$ cat config.mk
export PLATFORM = sky130hd
export DESIGN_NAME = tcs_channel
export DESIGN_NICKNAME = d
export VERILOG_FILES = /design/src/shared/tcs_pkg.sv /design/src/hw/tcs_flag.sv /design/src/hw/tcs_gr.sv /design/src/hw/tcs_channel.sv
export VERILOG_INCLUDE_DIRS = /design/src /design/src/shared
export SDC_FILE = /design/constraint.sdc
export NUM_CORES = 1
export LEC_CHECK = 0
export BUFFER_PORTS_ARGS = -buffer_cell sky130_fd_sc_hd__buf_2
export CORE_ASPECT_RATIO = 1.25
export CORE_MARGIN = 3
export CORE_UTILIZATION = 59
export CTS_CLUSTER_SIZE = 28
export DETAILED_ROUTE_END_ITERATION = 16
export PLACE_DENSITY = 0.81
export SYNTH_ARGS = -nofsm -noshare
export SYNTH_HDL_FRONTEND = slang
export SYNTH_HIERARCHICAL = 1
export SYNTH_SLANG_ARGS = --single-unit
$ cat constraint.sdc
create_clock -name clk_in -period 3.2 [get_ports clk_in]
set_input_delay 0.48 -clock clk_in [delete_from_list [all_inputs] [get_ports clk_in]]
set_output_delay 0.48 -clock clk_in [all_outputs]
set_load 0.005 [all_outputs]
$ cat src/shared/tcs_consts.svh
// Offsets, field positions, reset values and widths of the timer channel status and compare block.
// Assumes byte offsets on a 16-bit register port; included by bare name.
`ifndef TCS_CONSTS_SVH
`define TCS_CONSTS_SVH

`define TCS_ADDR_W          16
`define TCS_DATA_W          16
`define TCS_OFF_FLAGS       16'hFFF5
`define TCS_OFF_GRA         16'hFFF8
`define TCS_OFF_GRB         16'hFFFA
`define TCS_OFF_CTRL        16'hFFF0
`define TCS_OFF_IRQ_STAT    16'hFFE0
`define TCS_OFF_IRQ_MASK    16'hFFE2
`define TCS_BIT_FLAG_A      0
`define TCS_BIT_FLAG_B      1
`define TCS_BIT_OVF         4
`define TCS_BIT_UNF         5
`define TCS_BIT_RSV6        6
`define TCS_BIT_DIR         7
`define TCS_FLAGS_RESERVED  8'h40
`define TCS_GR_RESET        16'hFFFF
`define TCS_CNT_MAX         16'hFFFF
`define TCS_CNT_ZERO        16'h0000
`define TCS_CTRL_RUN        0
`define TCS_CTRL_UPDN       1
`define TCS_CTRL_CAP_A      2
`define TCS_CTRL_CAP_B      3
`define TCS_CTRL_IEN_A      4
`define TCS_CTRL_IEN_B      5
`define TCS_CTRL_IEN_V      6
`define TCS_CTRL_IEN_U      7
`define TCS_IRQ_W           4

`endif

$ cat src/shared/tcs_pkg.sv
// Types shared by the timer channel status and compare block.
// Assumes the constants header is compiled alongside.
package tcs_pkg;
    typedef enum logic [1:0] {
        TCS_CNT_HOLD,
        TCS_CNT_UP,
        TCS_CNT_DOWN
    } tcs_step_t;
endpackage

$ cat src/hw/tcs_flag.sv
// One clearable event flag with read-then-write-zero clearing.
// Assumes the set, read and clear qualifiers are single-cycle pulses on clk_in.
`timescale 1ns/1ps
module tcs_flag (
    // Clock and reset.
    input  wire logic clk_in,
    input  wire logic rst_n_in,
    // Hardware event and software or transfer controller access.
    input  wire logic set_in,
    input  wire logic read_in,
    input  wire logic write_zero_in,
    input  wire logic xfer_clear_in,
    // Flag state.
    output logic      flag_out
);
    logic armed;

    // Arm on a read that sees the flag set; a write of zero then consumes it.
    always_ff @(posedge clk_in or negedge rst_n_in) begin
        if (!rst_n_in) begin
            armed <= 1'b0;
        end else if (read_in && flag_out) begin
            armed <= 1'b1;
        end else if (write_zero_in || !flag_out) begin
            armed <= 1'b0;
        end
    end

    // Set beats any clear arriving in the same cycle.
    always_ff @(posedge clk_in or negedge rst_n_in) begin
        if (!rst_n_in) begin
            flag_out <= 1'b0;
        end else if (set_in) begin
            flag_out <= 1'b1;
        end else if ((write_zero_in && armed) || xfer_clear_in) begin
            flag_out <= 1'b0;
        end
    end
endmodule

$ cat src/hw/tcs_gr.sv
// One 16-bit general register working as compare or capture register.
// Assumes capture strobe is synchronous and one cycle long.
`timescale 1ns/1ps
`include "tcs_consts.svh"
module tcs_gr (
    // Clock and reset.
    input  wire logic        clk_in,
    input  wire logic        rst_n_in,
    // Mode, software write and counter.
    input  wire logic        cap_mode_in,
    input  wire logic        capture_in,
    input  wire logic        wr_in,
    input  wire logic [15:0] wdata_in,
    input  wire logic [15:0] count_in,
    input  wire logic        count_step_in,
    // Register value and event.
    output logic [15:0]      value_out,
    output logic             event_out
);
    // Capture copies the counter; a software write loads otherwise.
    always_ff @(posedge clk_in or negedge rst_n_in) begin
        if (!rst_n_in) begin
            value_out <= `TCS_GR_RESET;
        end else if (cap_mode_in && capture_in) begin
            value_out <= count_in;
        end else if (wr_in) begin
            value_out <= wdata_in;
        end
    end

    // Event marks a match in compare mode or a capture in capture mode.
    always_comb begin
        if (cap_mode_in) begin
            event_out = capture_in;
        end else begin
            event_out = count_step_in && (count_in == value_out);
        end
    end
endmodule

$ cat src/hw/tcs_channel.sv
// Timer channel: counter, event flags, two general registers, register port and interrupt.
// Assumes a single-cycle strobe register port on clk_in and synchronous pulse inputs.
//
// Implementation choice: the strobed register port.
`timescale 1ns/1ps
`include "tcs_consts.svh"

// How it works
// - Compare mode A: counter equal to register A sets flag A.
// - Capture mode A: capture copies counter into A and sets flag A.
// - Compare mode B: counter equal to register B sets flag B.
// - Capture mode B: capture copies counter into B and sets flag B.
// - A zero write clears a flag only after it was read as one.
// - Writing one to a flag leaves it unchanged.
// - Transfer controller clears its flag only with disable select low, count nonzero.
// - Counter wrap from all ones to zero sets the overflow flag.
// - Counting down from zero to all ones sets the underflow flag.
// - Up/down only with the up/down mode bit set; direction flag one when up.
// - Registers A and B are 16 bits and reset to all ones.
// - Compare flag interrupt requests are gated by their enable bits.
module tcs_channel
    import tcs_pkg::*;
(
    // Clock and reset.
    input  wire logic        clk_in,
    input  wire logic        rst_n_in,
    // Register port.
    input  wire logic [15:0] addr_in,
    input  wire logic [15:0] wdata_in,
    input  wire logic        wr_in,
    input  wire logic        rd_in,
    output logic [15:0]      rdata_out,
    // Counting sources.
    input  wire logic        count_tick_in,
    input  wire logic        count_down_in,
    input  wire logic        capture_a_in,
    input  wire logic        capture_b_in,
    // Transfer controller clears.
    input  wire logic        xfer_act_a_in,
    input  wire logic        xfer_act_b_in,
    input  wire logic        transfer_disable_select_in,
    input  wire logic        xfer_count_zero_in,
    // Interrupt requests.
    output logic             compare_capture_irq_a_out,
    output logic             compare_capture_irq_b_out,
    output logic             irq_out
);
    logic [15:0] channel_counter;
    logic [7:0]  ctrl;
    logic [3:0]  irq_stat;
    logic [3:0]  irq_mask;
    logic        direction_flag;
    logic        match_capture_flag_a;
    logic        match_capture_flag_b;
    logic        overflow_flag;
    logic        underflow_flag;
    logic [15:0] general_reg_a;
    logic [15:0] general_reg_b;
    logic        event_a;
    logic        event_b;
    logic        ovf_evt;
    logic        unf_evt;
    logic        step_now;
    tcs_step_t   step;
    logic        sel_flags;
    logic        sel_gra;
    logic        sel_grb;
    logic        sel_ctrl;
    logic        sel_stat;
    logic        sel_mask;
    logic        flags_rd;
    logic        flags_wr;
    logic        xclr_ok;
    logic [7:0]  flags_view;
    logic [3:0]  evt_vec;
    logic [15:0] next_rdata;

    // Offsets outside the map select nothing, so writes there are lost and reads return zero.
    // Address decode.
    always_comb begin
        sel_flags = 1'b0;
        sel_gra   = 1'b0;
        sel_grb   = 1'b0;
        sel_ctrl  = 1'b0;
        sel_stat  = 1'b0;
        sel_mask  = 1'b0;
        if (addr_in == `TCS_OFF_FLAGS) begin
            sel_flags = 1'b1;
        end else if (addr_in == `TCS_OFF_GRA) begin
            sel_gra = 1'b1;
        end else if (addr_in == `TCS_OFF_GRB) begin
            sel_grb = 1'b1;
        end else if (addr_in == `TCS_OFF_CTRL) begin
            sel_ctrl = 1'b1;
        end else if (addr_in == `TCS_OFF_IRQ_STAT) begin
            sel_stat = 1'b1;
        end else if (addr_in == `TCS_OFF_IRQ_MASK) begin
            sel_mask = 1'b1;
        end
    end

    assign flags_rd = rd_in && sel_flags;
    assign flags_wr = wr_in && sel_flags;
    assign xclr_ok  = !transfer_disable_select_in && !xfer_count_zero_in;

    // Step choice: down only when the up/down mode is enabled.
    // Outside that mode a stray level on the direction input cannot make the counter run backwards.
    always_comb begin
        step = TCS_CNT_HOLD;
        if (ctrl[`TCS_CTRL_RUN] && count_tick_in) begin
            if (ctrl[`TCS_CTRL_UPDN] && count_down_in) begin
                step = TCS_CNT_DOWN;
            end else begin
                step = TCS_CNT_UP;
            end
        end
    end

    assign step_now = (step != TCS_CNT_HOLD);
    assign ovf_evt  = (step == TCS_CNT_UP) && (channel_counter == `TCS_CNT_MAX);
    assign unf_evt  = (step == TCS_CNT_DOWN) && (channel_counter == `TCS_CNT_ZERO);

    // Channel counter.
    // Compare and wrap checks use the value before the step, so a match is seen on the step leaving it.
    always_ff @(posedge clk_in or negedge rst_n_in) begin
        if (!rst_n_in) begin
            channel_counter <= `TCS_CNT_ZERO;
        end else if (step == TCS_CNT_UP) begin
            channel_counter <= channel_counter + 16'h0001;
        end else if (step == TCS_CNT_DOWN) begin
            channel_counter <= channel_counter - 16'h0001;
        end
    end

    // Direction flag tracks the last step taken.
    // It shows up counting after reset and whenever the up/down mode is off.
    always_ff @(posedge clk_in or negedge rst_n_in) begin
        if (!rst_n_in) begin
            direction_flag <= 1'b1;
        end else if (!ctrl[`TCS_CTRL_UPDN]) begin
            direction_flag <= 1'b1;
        end else if (step_now) begin
            direction_flag <= (step == TCS_CNT_UP);
        end
    end

    // Control register: run, up/down mode, capture modes and enables.
    // The overflow and underflow enables are only stored; no request in this block uses them.
    always_ff @(posedge clk_in or negedge rst_n_in) begin
        if (!rst_n_in) begin
            ctrl <= 8'h00;
        end else if (wr_in && sel_ctrl) begin
            ctrl <= wdata_in[7:0];
        end
    end

    // General registers A and B.
    // Both see the counter before the step, so a capture and a match agree on the value.
    tcs_gr u_gr_a (
        .clk_in        (clk_in),
        .rst_n_in      (rst_n_in),
        .cap_mode_in   (ctrl[`TCS_CTRL_CAP_A]),
        .capture_in    (capture_a_in),
        .wr_in         (wr_in && sel_gra),
        .wdata_in      (wdata_in),
        .count_in      (channel_counter),
        .count_step_in (step_now),
        .value_out     (general_reg_a),
        .event_out     (event_a)
    );

    tcs_gr u_gr_b (
        .clk_in        (clk_in),
        .rst_n_in      (rst_n_in),
        .cap_mode_in   (ctrl[`TCS_CTRL_CAP_B]),
        .capture_in    (capture_b_in),
        .wr_in         (wr_in && sel_grb),
        .wdata_in      (wdata_in),
        .count_in      (channel_counter),
        .count_step_in (step_now),
        .value_out     (general_reg_b),
        .event_out     (event_b)
    );

    // Event flags; transfer clears only for the compare/capture flags.
    // A transfer clear needs no earlier read; only its own qualifiers gate it.
    // The overflow and underflow flags have no transfer clear, so that input is tied low.
    tcs_flag u_flag_a (
        .clk_in        (clk_in),
        .rst_n_in      (rst_n_in),
        .set_in        (event_a),
        .read_in       (flags_rd),
        .write_zero_in (flags_wr && !wdata_in[`TCS_BIT_FLAG_A]),
        .xfer_clear_in (xfer_act_a_in && xclr_ok),
        .flag_out      (match_capture_flag_a)
    );

    tcs_flag u_flag_b (
        .clk_in        (clk_in),
        .rst_n_in      (rst_n_in),
        .set_in        (event_b),
        .read_in       (flags_rd),
        .write_zero_in (flags_wr && !wdata_in[`TCS_BIT_FLAG_B]),
        .xfer_clear_in (xfer_act_b_in && xclr_ok),
        .flag_out      (match_capture_flag_b)
    );

    tcs_flag u_flag_v (
        .clk_in        (clk_in),
        .rst_n_in      (rst_n_in),
        .set_in        (ovf_evt),
        .read_in       (flags_rd),
        .write_zero_in (flags_wr && !wdata_in[`TCS_BIT_OVF]),
        .xfer_clear_in (1'b0),
        .flag_out      (overflow_flag)
    );

    tcs_flag u_flag_u (
        .clk_in        (clk_in),
        .rst_n_in      (rst_n_in),
        .set_in        (unf_evt),
        .read_in       (flags_rd),
        .write_zero_in (flags_wr && !wdata_in[`TCS_BIT_UNF]),
        .xfer_clear_in (1'b0),
        .flag_out      (underflow_flag)
    );

    // Status view with fixed reserved bits.
    // Reserved bits come from a constant, so no write path can reach them.
    always_comb begin
        flags_view                 = `TCS_FLAGS_RESERVED;
        flags_view[`TCS_BIT_FLAG_A] = match_capture_flag_a;
        flags_view[`TCS_BIT_FLAG_B] = match_capture_flag_b;
        flags_view[`TCS_BIT_OVF]    = overflow_flag;
        flags_view[`TCS_BIT_UNF]    = underflow_flag;
        flags_view[`TCS_BIT_DIR]    = direction_flag;
    end

    // Sticky interrupt status: events set, write one clears, set wins.
    // Write-one-to-clear keeps this status apart from the read-then-write-zero flag protocol.
    assign evt_vec = {unf_evt, ovf_evt, event_b, event_a};
    always_ff @(posedge clk_in or negedge rst_n_in) begin
        if (!rst_n_in) begin
            irq_stat <= 4'h0;
        end else if (wr_in && sel_stat) begin
            irq_stat <= (irq_stat & ~wdata_in[3:0]) | evt_vec;
        end else begin
            irq_stat <= irq_stat | evt_vec;
        end
    end

    // Interrupt mask.
    // A mask bit gates the shared request line but never the status bit behind it.
    always_ff @(posedge clk_in or negedge rst_n_in) begin
        if (!rst_n_in) begin
            irq_mask <= 4'h0;
        end else if (wr_in && sel_mask) begin
            irq_mask <= wdata_in[3:0];
        end
    end

    // Interrupt outputs, registered.
    // Registering costs one cycle of latency but keeps every output on a flip-flop.
    always_ff @(posedge clk_in or negedge rst_n_in) begin
        if (!rst_n_in) begin
            compare_capture_irq_a_out <= 1'b0;
            compare_capture_irq_b_out <= 1'b0;
            irq_out                   <= 1'b0;
        end else begin
            compare_capture_irq_a_out <= match_capture_flag_a && ctrl[`TCS_CTRL_IEN_A];
            compare_capture_irq_b_out <= match_capture_flag_b && ctrl[`TCS_CTRL_IEN_B];
            irq_out                   <= |(irq_stat & irq_mask);
        end
    end

    // Read mux; unmapped addresses read zero.
    always_comb begin
        next_rdata = 16'h0000;
        if (sel_flags) begin
            next_rdata = {8'h00, flags_view};
        end else if (sel_gra) begin
            next_rdata = general_reg_a;
        end else if (sel_grb) begin
            next_rdata = general_reg_b;
        end else if (sel_ctrl) begin
            next_rdata = {8'h00, ctrl};
        end else if (sel_stat) begin
            next_rdata = {12'h000, irq_stat};
        end else if (sel_mask) begin
            next_rdata = {12'h000, irq_mask};
        end
    end

    // Read data stands only in the cycle after the read strobe.
    // Zero outside the answer cycle keeps stale data off the shared read bus.
    always_ff @(posedge clk_in or negedge rst_n_in) begin
        if (!rst_n_in) begin
            rdata_out <= 16'h0000;
        end else if (rd_in) begin
            rdata_out <= next_rdata;
        end else begin
            rdata_out <= 16'h0000;
        end
    end
endmodule

==> results by group <==
Synthesis
  – Synth Cell Area: 5330 sq um
  – Seq/Total Area, Yosys: 0.440
  – Synth async-reset ratio: 1.00
  – Yosys reg bits: 92
  – EDFF count, synth: 0
  – Synth cell types: 64
  – Avg Inst Size Synth: 9.95 sq um
  – Cells after Synth: 536
  – Most used DFF post-synth: dfrtp_1
  – Yosys warning count: 6

Cells and area
  – Area Growth Syn to Fin: 12.1%
  – Final instance area: 5980 sq um
  – Fillers: 708
  – Layout cells sized above 1: 0.239
  – Ant. Diodes: 0
  – Register Area: 2340 sq um
  – # nets final: 660
  – Area of the multi-input gates: 2790 sq um

Clock network
  – H-Tree Level Count: 3
  – Post_cts resized: 0
  – Worst-Skew Late Latency: 0.36 ns
  – CTS Sinks: 92
  – Hold-fix buffers, CTS: 0
  – Setup Fix Bufs, Post-CTS: 0
  – Clock transition at the registers of the reported paths: 0.09 ns
  – CTS tree: built
  – Clock Tree Root: clkbuf_8
  – TritonCTS Buffers: 9
  – Longest Clk Path Bufs: 2

Power
  – Power, Total: 2.08 mW
  – Power Density: 348 nW/um^2
  – Worst vdd ir: 0.209 mV
  – Lkg Pwr: 2.52 nW

Floorplan
  – Starting Density: 0.609
  – Core Footprint: 8750 sq um
  – Die H: 112 microns
  – Site Rows: 38
  – DIE AREA: 10200 sq um
  – Ports: 63
  – Chip width: 91.0 microns

Worst setup path
  – Startpoint Class: flop
  – Worst Setup End Kind: flop
  – CP Max Fanout: 13
  – Worst Path Arrival: 3.11 ns
  – Worst EP required: 3.45 ns
  – CP Class: flop to flop

Timing
  – Slew headroom: 0.472
  – Final Hold Viols: 0
  – Layout Skew: 0.0101 ns
  – Period utilisation layout: 0.892
  – Fmax achieved: 350 MHz
  – Tmin final: 2.86 ns
  – Fin. max-slew vios: 0
  – Final setup vio count: 0
  – Setup TNS: 0 ns
  – Slew @ Worst Pin: 0.792 ns
  – RSZ-0062 raised after global routing: false

Drt
  – Mean number of vias per cell: 6.18
  – Post-DRT Antenna Nets: 0
  – WL final: 13.7 mm
  – Residual DRC: 0
  – DR vias: 4486
  – Iteration count of the initial detailed-routing pass: 6
  – Routed len/inst: 18.9 microns
  – Drt initial violations: 328

Outcome
  – Status: finished, final reports clean

Global route
  – Largest net degree at the start of global routing: 63
  – Grt total ovfl: 0
  – First-pass GRT wire length: 22.7 mm
  – Gr usage total: 0.280
  – Vias in the first global route: 4526
  – Initial antenna violation count: 0

Flow run
  – Max_cap viols: 0

Hold path
  – Hold WC Path Type: primary input to asynchronous set/reset pin

Placed design
  – DP HPWL: 10.1 mm
  – I/O Buffers: 62
  – Gpl congestion: 0.903
  – Post-DP Area: 5770 sq um
[synth_stat cells, drive strengths merged (11+ instances only)]
| cell | number | area [sq um] |
|---|---|---|
| a21oi | 21 | 105 |
| a22oi | 13 | 103 |
| buf | 14 | 105 |
| dfrtp | 59 | 1480 |
| dfstp | 33 | 867 |
| ha | 14 | 175 |
| inv | 15 | 56.3 |
| mux2 | 12 | 135 |
| mux2i | 32 | 320 |
| nand2 | 68 | 258 |
| nand4 | 14 | 87.6 |
| nor2 | 17 | 63.8 |
| nor4 | 11 | 68.8 |
| o21ai | 48 | 240 |
| xnor2 | 35 | 307 |
[critical path: stages (launching register included)]
cell and delay (ns):
dfrtp_1 0.39, nand2_1 0.09, clkinv_1 0.07, nand2_1 0.39, ha_1 0.35, a211oi_1 0.30, o211ai_1 0.21, a211oi_1 0.47
o21ai_0 0.17, a211o_1 0.31
[cells in the final DEF, fill, tap and decap left out, types with 6 or more instances in the layout]
master,instances
a22oi_1,12
nor3_1,6
ha_1,14
nand3_1,9
a21oi_1,21
or3_1,6
a21o_1,8
xor2_1,7
o211ai_1,6
o21ai_0,48
nand2_1,67
buf_2,61
dfstp_2,33
nand4_1,14
nor4_1,11
buf_4,14
nor2_1,17
xnor2_1,35
mux2_2,12
clkbuf_8,11
and2_1,9
inv_1,15
dfrtp_1,59
mux2i_1,32
[area by class of cell]
class / count / share of cell area
Timing Repair Buffer: 76 / 0.0720
Sequential cell: 92 / 0.392
Multi-Input combinational cell: 406 / 0.467
Tap cell: 120 / 0.0251
Clock inverter: 4 / 0.00795
Clock buffer: 12 / 0.0260
Inverter: 16 / 0.0100
[stage by stage]
step	std cells	hold WS, ns	util	setup WS [ns]
after floorplan	537	0.184	-	0.348
after global placement	710	0.465	0.660	0.235
after detailed placement	710	0.471	0.660	0.139
after CTS	726	0.220	0.683	0.314
after global routing	726	0.241	0.683	0.0687
final	726	0.195	0.683	0.344
[cells by family (layout without fill, tap and decap cells)]
group,count (synthesis),after routing,synth area share
compound gates,142,142,0.177
simple gates,161,161,0.154
other cells,1,2,0.000703
buf+inv,39,108,0.0378
xor+xnor,42,42,0.0690
flops,92,92,0.440
mux,44,44,0.0854
fa+ha+maj,15,15,0.0366
[worst paths after layout]
check / end / cells past startpoint / slack [ns] / from
max: channel_counter[15] / 9 / 0.34 / ctrl[0]
min: rdata_out[14] / 1 / 0.19 / rst_n_in
max reg2reg: channel_counter[15] / 9 / 0.34 / ctrl[0]
min reg2reg: irq_stat[1] / 1 / 0.49 / irq_stat[1]
max in group asynchronous: u_gr_a/value_out[6] / 2 / 2.30 / rst_n_in
min in group clk_in: direction_flag / 2 / 0.38 / count_down_in
[report_power, final]
part | leakage (nW) | internal [mW] | total, mW | switching (mW)
clock | 0.102 | 0.402 | 0.802 | 0.400
combinational | 1.25 | 0.0379 | 0.107 | 0.0689
sequential | 1.16 | 1.17 | 1.17 | 0.00291
total | 2.52 | 1.61 | 2.08 | 0.472
[routing by layer]
| layer | GRT usage | part of all wire | wire length [microns] |
|---|---|---|---|
| met1 | 0.351 | 0.40 | 5510 |
| met5 | 0 | 0 | 0 |
| met3 | 0.0449 | 0.065 | 892 |
| met4 | 0.126 | 0.029 | 400 |
| met2 | 0.475 | 0.50 | 6930 |
[registers in the layout (all words and copies together) (netlist names), 4 cells and up]
name and cells:
u_gr_b/value_out 16, u_gr_a/value_out 16, irq_stat 4, channel_counter 16
rdata_out 16, irq_mask 4, ctrl 8
Power figures use the tool's default switching activity.
